[config.mk]
export PLATFORM = sky130hd
export DESIGN_NAME = window_watchdog
export DESIGN_NICKNAME = d
export VERILOG_FILES = /design/src/hw/wdog_pkg.sv /design/src/hw/qualifier_if.sv /design/src/hw/trigger_qualifier.sv /design/src/hw/window_watchdog.sv
export VERILOG_INCLUDE_DIRS = /design/src /design/src/hw
export SDC_FILE = /design/constraint.sdc
export NUM_CORES = 1
export LEC_CHECK = 0
export BUFFER_PORTS_ARGS = -buffer_cell sky130_fd_sc_hd__buf_2
export CAP_MARGIN = 0
export CORE_MARGIN = 4
export CORE_UTILIZATION = 50
export CTS_BUF_LIST = sky130_fd_sc_hd__clkbuf_2
export DETAILED_ROUTE_END_ITERATION = 12
export MAX_ROUTING_LAYER = met4
export PLACE_DENSITY_LB_ADDON = 0.15
export REMOVE_ABC_BUFFERS = 1
export SYNTH_ARGS = -nofsm -noshare
export SYNTH_HDL_FRONTEND = slang
export SYNTH_SLANG_ARGS = --single-unit
export TNS_END_PERCENT = 100
[constraint.sdc]
create_clock -name clk -period 2.57 [get_ports clk]
set_input_delay 0.514 -clock clk [delete_from_list [all_inputs] [get_ports clk]]
set_output_delay 0.514 -clock clk [all_outputs]
set_load 0.03 [all_outputs]
[src/hw/wdog_defines.svh]
`ifndef WDOG_DEFINES_SVH
`define WDOG_DEFINES_SVH

// Core clock rate in MHz
`define WD_CLK_MHZ 250

// Window times in microseconds, typical values
`define WD_POR_DELAY_US 16500
`define WD_IGNORE_US 16000
`define WD_TRIGGER_US 96000
`define WD_LOW_US 8000
`define WD_FILTER_MAX_US 500
`define WD_FILTER_MIN_US 100

// Microseconds to whole clock cycles; every time above is a whole number of cycles
`define WD_US_TO_CYC(t) ((t) * `WD_CLK_MHZ)

// Counter widths: 96 ms is 24,000,000 cycles, 500 us is 125,000 cycles
`define WD_CNT_W 25
`define WD_FLT_W 17

// Output levels
`define WD_OUT_LOW 1'h0
`define WD_OUT_HIGH 1'h1

`endif

[src/hw/wdog_pkg.sv]
package wdog_pkg;
`include "wdog_defines.svh"

  typedef logic [`WD_CNT_W-1:0] cnt_t;
  typedef logic [`WD_FLT_W-1:0] flt_cnt_t;

  typedef enum logic [2:0] {
    ST_POR = 3'h0,
    ST_IGNORE = 3'h1,
    ST_TRIGGER = 3'h2,
    ST_LOW = 3'h3,
    ST_DISABLED = 3'h4
  } wd_state_t;

endpackage

[src/hw/qualifier_if.sv]
`timescale 1ns/1ps
interface qualifier_if;
  logic fall_edge;
  logic disabled;

  modport producer (output fall_edge, output disabled);
  modport consumer (input fall_edge, input disabled);
endinterface

[src/hw/trigger_qualifier.sv]
`timescale 1ns/1ps
module trigger_qualifier
  import wdog_pkg::*;
#(
  parameter int unsigned FILTER_CYCLES = `WD_US_TO_CYC(`WD_FILTER_MAX_US)
) (
  input wire logic clk,
  input wire logic rst,
  input wire logic trigger_pin,
  input wire logic band_pin,
  qualifier_if.producer q
);

  // Two-stage synchronisers, first stage read only by the second
  logic [1:0] sync_a;
  logic [1:0] sync_b;
  logic [1:0] next_sync_a;
  logic [1:0] next_sync_b;
  logic trig_prev;
  logic next_trig_prev;
  logic fall_edge;
  logic next_fall_edge;
  logic disabled;
  logic next_disabled;
  flt_cnt_t flt_cnt;
  flt_cnt_t next_flt_cnt;

  always_comb begin
    next_sync_a = {sync_a[0], trigger_pin};
    next_sync_b = {sync_b[0], band_pin};
    next_trig_prev = sync_a[1];
    next_fall_edge = trig_prev & ~sync_a[1];
    next_disabled = disabled;
    next_flt_cnt = '0;
    // A band level that disagrees with the state must persist for the full
    // dead time; any shorter excursion restarts the count
    if (sync_b[1] != disabled) begin
      if (flt_cnt == flt_cnt_t'(FILTER_CYCLES - 1)) begin
        next_disabled = sync_b[1];
      end else begin
        next_flt_cnt = flt_cnt + flt_cnt_t'(1);
      end
    end
  end

  always_ff @(posedge clk) begin
    if (rst) begin
      sync_a <= 2'h0;
      sync_b <= 2'h0;
      trig_prev <= 1'h0;
      fall_edge <= 1'h0;
      disabled <= 1'h0;
      flt_cnt <= '0;
    end else begin
      sync_a <= next_sync_a;
      sync_b <= next_sync_b;
      trig_prev <= next_trig_prev;
      fall_edge <= next_fall_edge;
      disabled <= next_disabled;
      flt_cnt <= next_flt_cnt;
    end
  end

  assign q.fall_edge = fall_edge;
  assign q.disabled = disabled;

endmodule

[src/hw/window_watchdog.sv]
// Contract
// - Power-on release starts ignore, then trigger window
// - Only falling trigger edges restart the window
// - Trigger window is fixed at 96 ms
// - Expired trigger window drives output low
// - After 8 ms low, release and ignore
// - Ignore window of 16 ms precedes trigger
// - Band level on trigger input disables watchdog
// - Disable entry waits a 500 us dead time
// - Same dead time on exit; restart with ignore
// - Level changes under 100 us change nothing
// - Output high when disabled from ignore/trigger
// - Long disable during low: finish pulse, rise
// - Short disable during low: stay low, then ignore
`timescale 1ns/1ps
module window_watchdog
  import wdog_pkg::*;
#(
  parameter int unsigned POR_DELAY_CYCLES = `WD_US_TO_CYC(`WD_POR_DELAY_US),
  parameter int unsigned IGNORE_CYCLES = `WD_US_TO_CYC(`WD_IGNORE_US),
  parameter int unsigned TRIGGER_CYCLES = `WD_US_TO_CYC(`WD_TRIGGER_US),
  parameter int unsigned LOW_CYCLES = `WD_US_TO_CYC(`WD_LOW_US),
  parameter int unsigned FILTER_CYCLES = `WD_US_TO_CYC(`WD_FILTER_MAX_US)
) (
  input wire logic clk,
  input wire logic rst,
  input wire logic watchdog_trigger_in,
  input wire logic disable_level_band,
  output logic reset_watchdog_out,
  output logic watchdog_disabled,
  output logic timeout_event,
  output wd_state_t window_state
);

  // True when a window counter sits on the last cycle of a window of the given length
  function automatic logic window_done(input cnt_t count, input int unsigned length);
    window_done = (count == cnt_t'(length - 1));
  endfunction

  qualifier_if qual ();

  trigger_qualifier #(
    .FILTER_CYCLES(FILTER_CYCLES)
  ) u_qualifier (
    .clk(clk),
    .rst(rst),
    .trigger_pin(watchdog_trigger_in),
    .band_pin(disable_level_band),
    .q(qual.producer)
  );

  // State sequence: power-on delay, then ignore and trigger windows.
  // A missed trigger gives a low pulse, then another ignore window.
  // The filtered band takes every state but POR to DISABLED; during POR
  // the delay ends first. Leaving DISABLED always starts an ignore window.
  // A low pulse cut by a disable keeps counting: if the band outlasts it
  // the output rises at the normal pulse end, else when the band is left.
  // Edges outside the trigger window, and rising edges, are ignored.
  // All windows assume a running clock; a stopped clock freezes them.

  // Supervision state and the one counter shared by every window
  wd_state_t state;
  wd_state_t next_state;
  cnt_t cnt;
  cnt_t next_cnt;

  // Output level, and a marker for a low pulse still running while disabled
  logic out_level;
  logic next_out_level;
  logic low_hold;
  logic next_low_hold;

  // Registered status outputs
  logic timeout;
  logic next_timeout;
  logic dis_flag;
  logic next_dis_flag;

  // Events and window ends decoded for the current cycle
  logic band_active;
  logic entry_high;
  logic trigger_edge;
  logic por_end;
  logic ignore_end;
  logic trigger_end;
  logic low_end;

  // True in the states where entering the band leaves the output high
  function automatic logic released_state(input wd_state_t s);
    released_state = (s == ST_IGNORE) || (s == ST_TRIGGER);
  endfunction

  // A trigger edge only counts while a trigger window runs
  always_comb begin
    band_active = qual.disabled;
    entry_high = band_active && released_state(state);
    trigger_edge = qual.fall_edge && (state == ST_TRIGGER);
  end

  // Every window compares against the one counter, so the compares are shared
  always_comb begin
    por_end = window_done(cnt, POR_DELAY_CYCLES);
    ignore_end = window_done(cnt, IGNORE_CYCLES);
    trigger_end = window_done(cnt, TRIGGER_CYCLES);
    low_end = window_done(cnt, LOW_CYCLES);
  end

  // Next state and counter; outside POR the band has priority over edges and window ends
  always_comb begin
    next_state = state;
    next_cnt = cnt + cnt_t'(1);
    case (state)
      ST_POR: begin
        if (por_end) begin
          next_cnt = '0;
          // Band applied during the delay is taken only once the delay ends
          if (band_active) begin
            next_state = ST_DISABLED;
          end else begin
            next_state = ST_IGNORE;
          end
        end
      end

      ST_IGNORE: begin
        if (entry_high) begin
          next_cnt = '0;
          next_state = ST_DISABLED;
        end else if (ignore_end) begin
          // Edges during this window are not looked at
          next_cnt = '0;
          next_state = ST_TRIGGER;
        end
      end

      ST_TRIGGER: begin
        // Disable takes precedence over a coincident trigger edge or timeout
        if (entry_high) begin
          next_cnt = '0;
          next_state = ST_DISABLED;
        end else if (trigger_edge) begin
          next_cnt = '0;
        end else if (trigger_end) begin
          next_cnt = '0;
          next_state = ST_LOW;
        end
      end

      ST_LOW: begin
        // The count runs on into the disabled state, so a pulse that is
        // cut by a disable that outlasts it still ends at its normal length
        if (low_end) begin
          next_cnt = '0;
        end
        if (band_active) begin
          next_state = ST_DISABLED;
        end else if (low_end) begin
          next_state = ST_IGNORE;
        end
      end

      ST_DISABLED: begin
        if (!band_active) begin
          // Leaving the band always restarts supervision with an ignore window
          next_cnt = '0;
          next_state = ST_IGNORE;
        end else if (!low_hold || low_end) begin
          // Idle while disabled; the counter is parked to save toggling
          next_cnt = '0;
        end
      end

      default: begin
        // Unused codes fall back to the power-on delay
        next_state = ST_POR;
        next_cnt = '0;
      end
    endcase
  end

  // Reset parks the block at the start of the power-on delay
  always_ff @(posedge clk) begin
    if (rst) begin
      state <= ST_POR;
      cnt <= '0;
    end else begin
      state <= next_state;
      cnt <= next_cnt;
    end
  end

  // Output level follows the same states; kept apart from the counter so
  // the release and hold decisions read in one place
  always_comb begin
    next_out_level = out_level;
    next_low_hold = low_hold;
    case (state)
      ST_POR: begin
        // Low for the whole delay, so the controller stays in reset
        if (por_end) begin
          next_out_level = `WD_OUT_HIGH;
        end else begin
          next_out_level = `WD_OUT_LOW;
        end
      end

      ST_IGNORE: begin
        if (entry_high) begin
          next_low_hold = 1'h0;
        end
      end

      ST_TRIGGER: begin
        if (entry_high) begin
          next_low_hold = 1'h0;
        end else if (!trigger_edge && trigger_end) begin
          next_out_level = `WD_OUT_LOW;
        end
      end

      ST_LOW: begin
        if (low_end) begin
          next_out_level = `WD_OUT_HIGH;
          next_low_hold = 1'h0;
        end else if (band_active) begin
          // A short disable keeps the output low until the band is left
          next_low_hold = 1'h1;
        end
      end

      ST_DISABLED: begin
        // Leaving the band releases the output even in mid-pulse
        if (!band_active) begin
          next_out_level = `WD_OUT_HIGH;
          next_low_hold = 1'h0;
        end else if (low_hold && low_end) begin
          next_out_level = `WD_OUT_HIGH;
          next_low_hold = 1'h0;
        end
      end

      default: begin
        next_out_level = `WD_OUT_LOW;
        next_low_hold = 1'h0;
      end
    endcase
  end

  // Output low in reset holds the supervised controller in reset too
  always_ff @(posedge clk) begin
    if (rst) begin
      out_level <= `WD_OUT_LOW;
      low_hold <= 1'h0;
    end else begin
      out_level <= next_out_level;
      low_hold <= next_low_hold;
    end
  end

  // One-cycle marker on the edge where a missed trigger drops the output
  always_comb begin
    next_timeout = 1'h0;
    if (state == ST_TRIGGER && next_state == ST_LOW) begin
      next_timeout = 1'h1;
    end
  end

  always_ff @(posedge clk) begin
    if (rst) begin
      timeout <= 1'h0;
    end else begin
      timeout <= next_timeout;
    end
  end

  // Disable status lags the filtered band by one register
  always_comb begin
    next_dis_flag = band_active;
  end

  always_ff @(posedge clk) begin
    if (rst) begin
      dis_flag <= 1'h0;
    end else begin
      dis_flag <= next_dis_flag;
    end
  end

  // Ports read the registers directly
  assign reset_watchdog_out = out_level;
  assign watchdog_disabled = dis_flag;
  assign timeout_event = timeout;
  assign window_state = state;

endmodule

== Word-level counts from Yosys, hierarchy flattened ==
Index checks and enable logic that the tools add are counted.

* Register bits after elaboration: 56
* Input bits: 4
* Output and inout port bits: 6
* Word-level logic and storage cells: 86

* Add/subtract/negate cells: 2
* Equal/unequal tests: 17
* Mux-type cells: 35
* Bitwise logic cells: 5
* Reductions and logical operators: 15

{| class="wikitable"
|+ Operators with widths
! cell !! number
|-
| $mux W25 || 9
|-
| $pmux W25 S5 || 1
|-
| $eq A25 B22 Y1 const B || 2
|-
| $mux W3 || 10
|-
| $add A25 B1 Y25 const B || 1
|-
| $eq A25 B21 Y1 const B || 1
|-
| $eq A25 B25 Y1 const B || 1
|-
| $add A17 B1 Y17 const B || 1
|-
| $eq A17 B17 Y1 const B || 1
|-
| $pmux W3 S5 || 1
|-
| $mux W1 || 12
|-
| $eq A3 B2 Y1 const B || 3
|-
| $logic_and A1 B1 Y1 || 5
|-
| $pmux W1 S5 || 1
|-
| $reduce_and A5 Y1 || 1
|-
| $ne A2 B1 Y1 const B || 2
|-
| $ne A2 B2 Y1 const B || 2
|-
| $not A1 Y1 || 4
|-
| $pmux W1 S4 || 1
|-
| $reduce_and A4 Y1 || 1
|-
| $eq A3 B1 Y1 const B || 1
|-
| $eq A3 B3 Y1 const B || 1
|-
| $logic_not A3 Y1 || 1
|-
| $ne A3 B2 Y1 const B || 1
|-
| 8 further kinds || 10
|}

== Depth between registers and ports, before layout ==
Gate-level depths: netlist of the first run.

* Word-level depth: 8
* Depth in mapped cells: 8
* Gate-level depth less buffers: 7

== Cells and area by module ==
Synthesis of the first run repeated with hierarchy kept, for this count alone.

* Cell total of the unflattened synthesis: 323
* Area, all modules: 2919.0 µm²

{| class="wikitable"
|+ By module, submodules not included
! module !! area each (µm²) !! cells an instance !! seq. area each (µm²) !! times used
|-
| window_watchdog || 1864.3 || 215 || 640.6 || 1
|-
| trigger_qualifier || 1054.8 || 108 || 480.5 || 1
|}

== Worst setup path after synthesis of the first run ==
No wires, ideal clock.

* Path type: reg-to-reg
* From: register cnt[0]
* To: register cnt[4]
* Clock period less this slack: 2.346 ns
* Slack: 0.224 ns
* Arrival time: 2.231 ns
* Cell stages (with the launch flop): 9
* Buffers on the path: 1
* Cell sequence: dfxtp_1 -> ha_1 -> nand3_2 -> or4_4 -> or3_1 -> a21o_1 -> o21ai_4 -> buf_6 -> nor2_1

* Word-level cells in the longest chain between the ends: 5
* Elaborated cells on any way between the ends: 16

{| class="wikitable"
|+ Ends and longest elaborated chain
! item !! RTL line !! RTL
|-
| start, declared || window_watchdog.sv:64 || <nowiki>cnt_t cnt;</nowiki>
|-
| start signal, assigned || window_watchdog.sv:188 || <nowiki>cnt <= next_cnt;</nowiki>
|-
| $add A25 B1 Y25 (tied with other cells) || window_watchdog.sv:111 || <nowiki>next_cnt = cnt + cnt_t'(1);</nowiki>
|-
| $mux W25 / $logic_or A1 B1 Y1 (equally long branches) || window_watchdog.sv:143, window_watchdog.sv:167 ||
|-
| $mux W25 (on tied branches) || window_watchdog.sv:141, window_watchdog.sv:167 ||
|-
| $mux W25 (on tied branches) || window_watchdog.sv:138, window_watchdog.sv:163 ||
|-
| $pmux W25 S5 * || window_watchdog.sv:112 || <nowiki>case (state)</nowiki>
|}

Every way passes the cells marked *; elsewhere a longest branch is shown, timed or not.
A chain may end at the register's enable or synchronous reset.

== Final worst setup path of the first run ==
* From: register cnt[1]
* To: register cnt[4]

The elaborated chain is that of the path after synthesis.

==> results_tabular.tex, run 1 <==
\begin{tabular}{lr}
\hline
Metric & Value \\
\hline
\multicolumn{2}{l}{\textbf{Final layout}} \\
Final cell count without fillers & 373 \\
Final \#Nets & approximately 310 \\
Area added between synthesis and finish & 7.30\% \\
Area of all placed cells without fillers & 2760 um\^{}2 \\
Fillers & between 400 and 500 \\
N\_diodes & 0 \\
Layout cell share with drive strength beyond 1 & 9.48\% \\
\multicolumn{2}{l}{\textbf{Route}} \\
DRT antenna net count & 0 \\
Vias & about 2000 \\
Detailed-router iteration count before antenna repair & 4 \\
Post-route DRC violation count & 0 \\
1st-iter DRT viols & 100 \\
Routed length per placed instance & approximately 13 um \\
Detail-routed via count per cell & approximately 5.4 \\
Total wire length after detailed routing & 4840 um \\
\multicolumn{2}{l}{\textbf{Synthesis}} \\
Gate count of the mapped netlist & 296 \\
Number of warnings printed during yosys synthesis & 0 \\
Cell type with the largest total area after synthesis & sky130\_fd\_sc\_hd\_\_dfxtp\_1 \\
Post-synth EDFFs & 0 \\
Most used standard cell by instance count after synthesis & sky130\_fd\_sc\_hd\_\_nor2\_1 \\
Syn\_area\_per\_cell & between 8 and 9 um\^{}2 \\
Yosys cell types & between 40 and 50 \\
Synth Cell Area & about 2600 um\^{}2 \\
Share of the synthesized area in the top cell type & between 40\% and 50\% \\
Yosys reg bits & 56 \\
Main synth FF type & sky130\_fd\_sc\_hd\_\_dfxtp\_1 \\
Portion of the post-synthesis area used by sequential elements & around 44\% \\
Biggest area contributors in the synthesized netlist & sky130\_fd\_sc\_hd\_\_dfxtp\_1, sky130\_fd\_sc\_hd\_\_nor2\_1, sky130\_fd\_sc\_hd\_\_xor2\_1 \\
Fraction of synthesis flops using an asynchronous set or reset pin & 0\% \\
Leading cell types by count after synthesis & sky130\_fd\_sc\_hd\_\_nor2\_1, sky130\_fd\_sc\_hd\_\_dfxtp\_1, sky130\_fd\_sc\_hd\_\_xor2\_1 \\
\multicolumn{2}{l}{\textbf{Power}} \\
Final Total Pwr & approximately 1.3 mW \\
Worst IR Drop VDD & roughly 0.0003 V \\
Total power density per cell area & just under 500 nW/um\^{}2 \\
Static leakage power & roughly 0.93 nW \\
\multicolumn{2}{l}{\textbf{Placed design}} \\
Count of buffers inserted at the top-level ports & 9 \\
Final weighted congestion in routability-driven placement & 0.820 \\
Post-DP Area & 2690 um\^{}2 \\
Cell total after placement & 365 \\
Placed wire-length estimate & about 3400 um \\
Pre-CTS setup slack & between 0.15 and 0.2 ns \\
\multicolumn{2}{l}{\textbf{Die}} \\
Site Rows & 25 \\
Area of the core & about 4800 um\^{}2 \\
Die Footprint & around 6400 um\^{}2 \\
Initial Utilization & between 50 and 60\% \\
Horizontal die dimension & 79.7 um \\
Boundary Pins & 10 \\
Die height & 79.7 um \\
\multicolumn{2}{l}{\textbf{Global route}} \\
GR Overflow Total & 0 \\
Pin count of the biggest net entering global routing & 26 \\
Overall global routing resource usage & around 18\% \\
Global-route wire length before repair & slightly below 9000 um \\
Number of global-route vias before repair & 1943 \\
Number of antenna violations at the first check in global routing & 0 \\
\multicolumn{2}{l}{\textbf{STA}} \\
Pins Over Slew Limit & 0 \\
Minimum period implied by the final worst setup slack & roughly 2.4 ns \\
Final critical-path share of the clock period & between 90\% and 100\% \\
Peak Freq & 0.418 GHz \\
Pin slew with the least headroom to its limit & approximately 0.58 ns \\
Setup TNS Final & 0 ns \\
Worst Slack Setup Final & about 0.18 ns \\
Final Setup Violations & 0 \\
Final Skew & $\sim$0.017 ns \\
Setup repair after global routing missed its margin & no \\
Remaining max-slew budget at the tightest pin & between 60\% and 70\% \\
Final count of hold timing violations & 0 \\
\multicolumn{2}{l}{\textbf{Clock tree}} \\
Clock sink count & between 50 and 60 \\
Clock tree from TritonCTS & done \\
Root buffer cell & sky130\_fd\_sc\_hd\_\_clkbuf\_2 \\
Clock buffer depth & 2 \\
Worst skew pair latency & 0.44 ns \\
Worst-path clk slew & 0.27 ns \\
Post-CTS Setup Inserts & 0 \\
Number of H-tree branching levels & 2 \\
Number of buffers added by the clock tree synthesis step & 5 \\
\multicolumn{2}{l}{\textbf{Setup path}} \\
Worst EP arrival & between 2 and 3 ns \\
Reg2reg setup slack & 0.18 ns \\
End of the worst register-to-register path & cnt[4] \\
Beginning of the worst register-to-register path & cnt[1] \\
Critical Setup Path Class & register to register \\
Critical path launch point type & register \\
Count of cells along the worst register-to-register path & 8 \\
Worst Setup End Kind & register \\
Data required time of the worst path & 2.94 ns \\
Worst Path Max Fanout & 25 \\
\multicolumn{2}{l}{\textbf{Min path}} \\
Worst hold path startpoint & watchdog\_trigger\_in \\
Hold endpoint & u\_qualifier.sync\_a[0] \\
Hold Path Cell Cnt & 2 \\
Tightest Hold Check Type & input port to register \\
\multicolumn{2}{l}{\textbf{Run}} \\
MaxCap Viol Count & 0 \\
\multicolumn{2}{l}{\textbf{Outcome}} \\
Run status & completed \\
\hline
\end{tabular}
## cell type report
class	count	area, um^2	area share, %
multi-input combinational	224	1380	50.0
sequential	56	1120	40.7
timing repair buffer	14	95.1	3.45
tap	67	83.8	3.04
clock inverter	3	37.5	1.36
clock buffer	5	25.0	0.907
inverter	4	15.0	0.544
## layer usage
layer | up-vias | track usage [%] | part of all wire, %
li1 | 1041 | - | -
met3 | 6 | 2.71 | 2.8
met4 | 0 | 6.70 | 1.3
met5 | - | - | 0
met1 | 937 | 23.1 | 51
met2 | 25 | 27.3 | 45
## power by group
group,switching (mW),internal (mW)
sequential,0.00594,0.880
combinational,0.0178,0.0127
clock,0.265,0.158
total,0.288,1.05
## how the worst max path moves through the flow
| stage | cells past startpoint | from | to | slack, ns |
|---|---|---|---|---|
| after floorplan | 7 | cnt[0] | cnt[10] | 0.14 |
| final | 8 | cnt[1] | cnt[4] | 0.18 |
| after global placement | 7 | cnt[0] | reset_watchdog_out | 0.20 |
| after global routing | 8 | cnt[1] | cnt[13] | 0.02 |
| after detailed placement | 8 | cnt[0] | cnt[4] | 0.16 |
| after CTS | 7 | cnt[0] | reset_watchdog_out | 0.11 |
## cell usage in the layout (no fill, tap or decap), drive strengths merged, types with 2 or more instances in the layout
cell and instances:
inv 4, nor3 5, nand2 21, nor2 57, or4b 2, or2 3
nand3 17, nand4 11, clkinv 2, nor4b 4, or4 3, or3 3
clkbuf 5, nor4 5, nand2b 5, nor2b 8, and3 7, buf 14
a31oi 3, nor4bb 2, o31ai 2, a21oi 5, nand3b 2, xor2 24
o22a 2, xnor2 15, ha 2, dfxtp 56
## sequential cells by signal, indices dropped and copies added, names as in the netlist
register / count
reset_watchdog_out: 1
cnt: 25
timeout_event: 1
window_state: 3
watchdog_disabled: 1
u_qualifier.trig_prev: 1
u_qualifier.flt_cnt: 17
u_qualifier.q.fall_edge: 1
low_hold: 1
u_qualifier.sync_a: 2
u_qualifier.q.disabled: 1
u_qualifier.sync_b: 2
## worst max-delay path: stages (launching register included)
cell,delay (ns)
sky130_fd_sc_hd__dfxtp_1,0.41
sky130_fd_sc_hd__ha_1,0.22
sky130_fd_sc_hd__nand3_2,0.09
sky130_fd_sc_hd__or4_4,0.51
sky130_fd_sc_hd__or3_1,0.44
sky130_fd_sc_hd__a21o_1,0.23
sky130_fd_sc_hd__o21ai_4,0.17
sky130_fd_sc_hd__buf_12,0.18
sky130_fd_sc_hd__nor2_1,0.06
## what timing repair did
action / CTS / global route
endpoints found under the setup margin: 0 / 23
endpoints found under the hold margin: 0 / 0
gates resized for setup: 0 / 2
hold buffers: 0 / 0
## cells by family (layout without fill, tap and decap cells)
family,count (synthesis),in the layout,share of synthesized area (%)
and+or+nand+nor,159,159,31.9
DFF,56,56,43.6
xor gates and xnor gates,39,39,13.3
AOI/OAI and AO/OA,23,23,6.87
buffers and inverters,16,26,2.92
adders and majority gates,2,2,0.974
muxes,1,1,0.389
## metrics by stage
step                hold WS, ns  util, %
finish                    0.254     56.9
global route              0.232     56.9
floorplan                 0.388        -
detailed placement        0.417     55.5
CTS                       0.234     56.7
global placement          0.402     55.5
(Power assumes the default switching activity.)
==> run 2: changes to the inputs <==
ABC_AREA = 1   (was unset)
==> results_tabular.tex, run 2 <==
\begin{tabular}{lr}
\hline
Metric & Value \\
\hline
\multicolumn{2}{l}{\textbf{Outcome}} \\
Run status & completed \\
\multicolumn{2}{l}{\textbf{Synthesis}} \\
Fraction of synthesis flops using an asynchronous set or reset pin & 0\% \\
Gate count of the mapped netlist & $\sim$440 \\
Cell type with the largest total area after synthesis & sky130\_fd\_sc\_hd\_\_dfxtp\_1 \\
Main synth FF type & sky130\_fd\_sc\_hd\_\_dfxtp\_1 \\
Synth Cell Area & slightly above 3000 um\^{}2 \\
Leading cell types by count after synthesis & sky130\_fd\_sc\_hd\_\_nand2\_1, sky130\_fd\_sc\_hd\_\_nor2\_1, sky130\_fd\_sc\_hd\_\_inv\_1 \\
Post-synth EDFFs & 0 \\
Most used standard cell by instance count after synthesis & sky130\_fd\_sc\_hd\_\_nand2\_1 \\
Number of warnings printed during yosys synthesis & 0 \\
Post-synthesis share of cell area spent on xor and xnor gates & under 10\% \\
Yosys cell types & 33 \\
Yosys reg bits & 56 \\
Share of the synthesized area in the top cell type & 36.7\% \\
Fraction of synthesized area in multiplexers & 0\% \\
Biggest area contributors in the synthesized netlist & sky130\_fd\_sc\_hd\_\_dfxtp\_1, sky130\_fd\_sc\_hd\_\_nand2\_1, sky130\_fd\_sc\_hd\_\_nor2\_1 \\
Post-synthesis compound-gate area fraction & 3.89\% \\
Largest family of logic cells by synthesized area & simple AND/OR/NAND/NOR gates \\
Syn\_area\_per\_cell & 7.03 um\^{}2 \\
Synth Area in Simple Gates & 42.4\% \\
Portion of the post-synthesis area used by sequential elements & a little over a third \\
Area share of fa/ha/maj cells after synthesis & less than 1\% \\
\multicolumn{2}{l}{\textbf{Final layout}} \\
Highest-count cells in the layout ignoring fill and taps & sky130\_fd\_sc\_hd\_\_nand2\_1, sky130\_fd\_sc\_hd\_\_nor2\_1, sky130\_fd\_sc\_hd\_\_inv\_1 \\
N\_diodes & 0 \\
Layout cell share with drive strength beyond 1 & between 10\% and 20\% \\
Final cell count without fillers & roughly 520 \\
Area added between synthesis and finish & 4.46\% \\
Final \#Nets & $\sim$450 \\
Most common cell after layout, fill and taps aside & sky130\_fd\_sc\_hd\_\_nand2\_1 \\
Largest register FFs & 25 \\
Top register by number of flip-flops & cnt \\
\multicolumn{2}{l}{\textbf{Clock tree}} \\
Number of buffers added by the clock tree synthesis step & 5 \\
Clock buffer depth & 2 \\
Post-CTS sizing & 0 \\
Root buffer cell & sky130\_fd\_sc\_hd\_\_clkbuf\_2 \\
Worst skew pair latency & around 0.44 ns \\
Clock tree from TritonCTS & done \\
Hold buffer count at cts & 0 \\
Number of H-tree branching levels & 2 \\
Post-CTS Setup Inserts & 0 \\
Worst-path clk slew & around 0.27 ns \\
Clock sink count & 56 \\
\multicolumn{2}{l}{\textbf{Route}} \\
Routed length per placed instance & about 11 um \\
Detailed-router iteration count before antenna repair & 4 \\
1st-iter DRT viols & 90 \\
Detail-routed via count per cell & approximately 5 \\
DRT antenna net count & 0 \\
Total wire length after detailed routing & 5730 um \\
Post-route DRC violation count & 0 \\
Vias & roughly 2600 \\
\multicolumn{2}{l}{\textbf{Setup path}} \\
Worst EP arrival & 2.28 ns \\
Count of cells along the worst register-to-register path & 12 \\
Most used cell, CP & sky130\_fd\_sc\_hd\_\_nand2\_1 \\
Worst Path Max Fanout & 25 \\
Slowest cell delay on critical path & roughly 0.47 ns \\
Worst path buffer plus inverter count & 0 \\
Data required time of the worst path & 2.92 ns \\
Cell with the biggest individual delay on the critical path & sky130\_fd\_sc\_hd\_\_dfxtp\_1 \\
List of cells traversed by the critical path & ha\_1, nand2\_2, nor2\_8, nand2\_4, nor3\_2, nand2\_1, nand2\_1, nand2\_1, nand2\_2, nand2\_4, nand2\_8, nor2\_1 \\
Cell type group with the largest total delay on the critical path & simple AND/OR/NAND/NOR gates \\
End of the worst register-to-register path & cnt[14] \\
Critical path launch point type & register \\
Worst Setup End Kind & register \\
Critical Setup Path Class & register to register \\
Reg2reg setup slack & $\sim$0.64 ns \\
Beginning of the worst register-to-register path & cnt[0] \\
\multicolumn{2}{l}{\textbf{Placed design}} \\
Placed wire-length estimate & roughly 4500 um \\
Cell total after placement & $\sim$500 \\
Final weighted congestion in routability-driven placement & roughly 0.84 \\
Count of buffers inserted at the top-level ports & 9 \\
\multicolumn{2}{l}{\textbf{Die}} \\
Initial Utilization & between 50\% and 60\% \\
Die height & between 80 and 90 um \\
Site Rows & 28 \\
Horizontal die dimension & $\sim$86 um \\
Area of the core & 5920 um\^{}2 \\
Die Footprint & 7430 um\^{}2 \\
Boundary Pins & 10 \\
\multicolumn{2}{l}{\textbf{STA}} \\
Pin slew with the least headroom to its limit & 0.371 ns \\
Setup repair after global routing missed its margin & no \\
Minimum period implied by the final worst setup slack & slightly below 2 ns \\
Final critical-path share of the clock period & 75.1\% \\
Final Skew & between 0.02 and 0.025 ns \\
Setup TNS Final & 0 ns \\
Final count of hold timing violations & 0 \\
Remaining max-slew budget at the tightest pin & about three quarters \\
Pins Over Slew Limit & 0 \\
Final Setup Violations & 0 \\
Peak Freq & approximately 0.52 GHz \\
\multicolumn{2}{l}{\textbf{Run}} \\
MaxCap Viol Count & 0 \\
\multicolumn{2}{l}{\textbf{Global route}} \\
Number of global-route vias before repair & roughly 2400 \\
Pin count of the biggest net entering global routing & 26 \\
Global-route wire length before repair & $\sim$10000 um \\
Number of antenna violations at the first check in global routing & 0 \\
GR Overflow Total & 0 \\
Overall global routing resource usage & approximately 17\% \\
\multicolumn{2}{l}{\textbf{Min path}} \\
Hold endpoint & u\_qualifier.sync\_b[0] \\
Worst hold path startpoint & disable\_level\_band \\
Hold Path Cell Cnt & 3 \\
Tightest Hold Check Type & input port to register \\
\multicolumn{2}{l}{\textbf{Power}} \\
Total power density per cell area & $\sim$400 nW/um\^{}2 \\
Static leakage power & approximately 1.3 nW \\
Worst IR Drop VDD & around 0.00022 V \\
\hline
\end{tabular}
==> run 2: changes by cell type in the layout (fill, tap and decap cells not counted), moves of 8 or more <==
cell	change
sky130_fd_sc_hd__nor2_4	+14
sky130_fd_sc_hd__nor2b_1	-8
sky130_fd_sc_hd__inv_1	+64
sky130_fd_sc_hd__o21ai_0	+10
sky130_fd_sc_hd__nor3_1	+8
sky130_fd_sc_hd__nor2_1	+22
sky130_fd_sc_hd__nand2_1	+61
sky130_fd_sc_hd__xnor2_1	-11
sky130_fd_sc_hd__nand3_1	+16
==> run 2: area by class of cell <==
type	count	area (um^2)
clock buffer	5	25.0
clock inverter	2	12.5
fill	596	2730
inverter	70	263
multi-input combinational	305	1630
sequential	56	1120
tap	75	93.8
timing repair buffer	9	45.0
==> run 2: per-stage QoR <==
step                      worst slack (ns)  total power [mW]  cell area [um^2]  hold WS (ns)  utilization, %
after floorplan                      0.882             0.931              3020         0.388               -
after global placement               0.714             0.941              3160         0.396            53.3
after detailed placement             0.660             0.943              3160         0.402            53.3
after CTS                            0.611              1.27              3190         0.231            54.0
after global routing                 0.466              1.31              3190         0.214            54.0
final                                0.641              1.25              3190         0.248            54.0
==> run 2: power breakdown <==
part | internal (mW) | switching, mW | total [mW]
logic | 0.0129 | 0.0285 | 0.0415
clock network | 0.0612 | 0.264 | 0.326
registers | 0.880 | 0.00517 | 0.885
total | 0.954 | 0.298 | 1.25
==> run 2: how the worst max path moves through the flow <==
stage	from	to	slack, ns	depth (start not counted)
after floorplan	cnt[0]	cnt[10]	0.88	11
after global placement	cnt[0]	cnt[19]	0.71	12
after detailed placement	cnt[0]	cnt[14]	0.66	12
after CTS	cnt[0]	cnt[14]	0.61	12
after global routing	cnt[0]	cnt[20]	0.47	12
final	cnt[0]	cnt[14]	0.64	12
==> run 2: cell families after synthesis <==
| group | count (synthesis) |
|---|---|
| buffers and inverters | 74 |
| XOR/XNOR | 22 |
| AND/OR/NAND/NOR | 259 |
| flip-flops | 56 |
| AO/OA/AOI/OAI | 22 |
| adder cells (fa/ha/maj) | 2 |
==> run 2: metal layers <==
| metal | vias to the layer above | GRT usage, % | wire length, um |
|---|---|---|---|
| li1 | 1362 | - | - |
| met3 | 7 | 2.85 | 168 |
| met5 | - | - | 0 |
| met1 | 1153 | 22.5 | 2950 |
| met4 | 0 | 4.67 | 75 |
| met2 | 33 | 28.2 | 2540 |
==> run 2: worst reg2reg max path, delay by kind of cell, from the launching register on <==
| family | cells | cell delay (ns) |
|---|---|---|
| DFF | 1 | 0.47 |
| and+or+nand+nor | 11 | 1.17 |
| adders and majority gates | 1 | 0.21 |
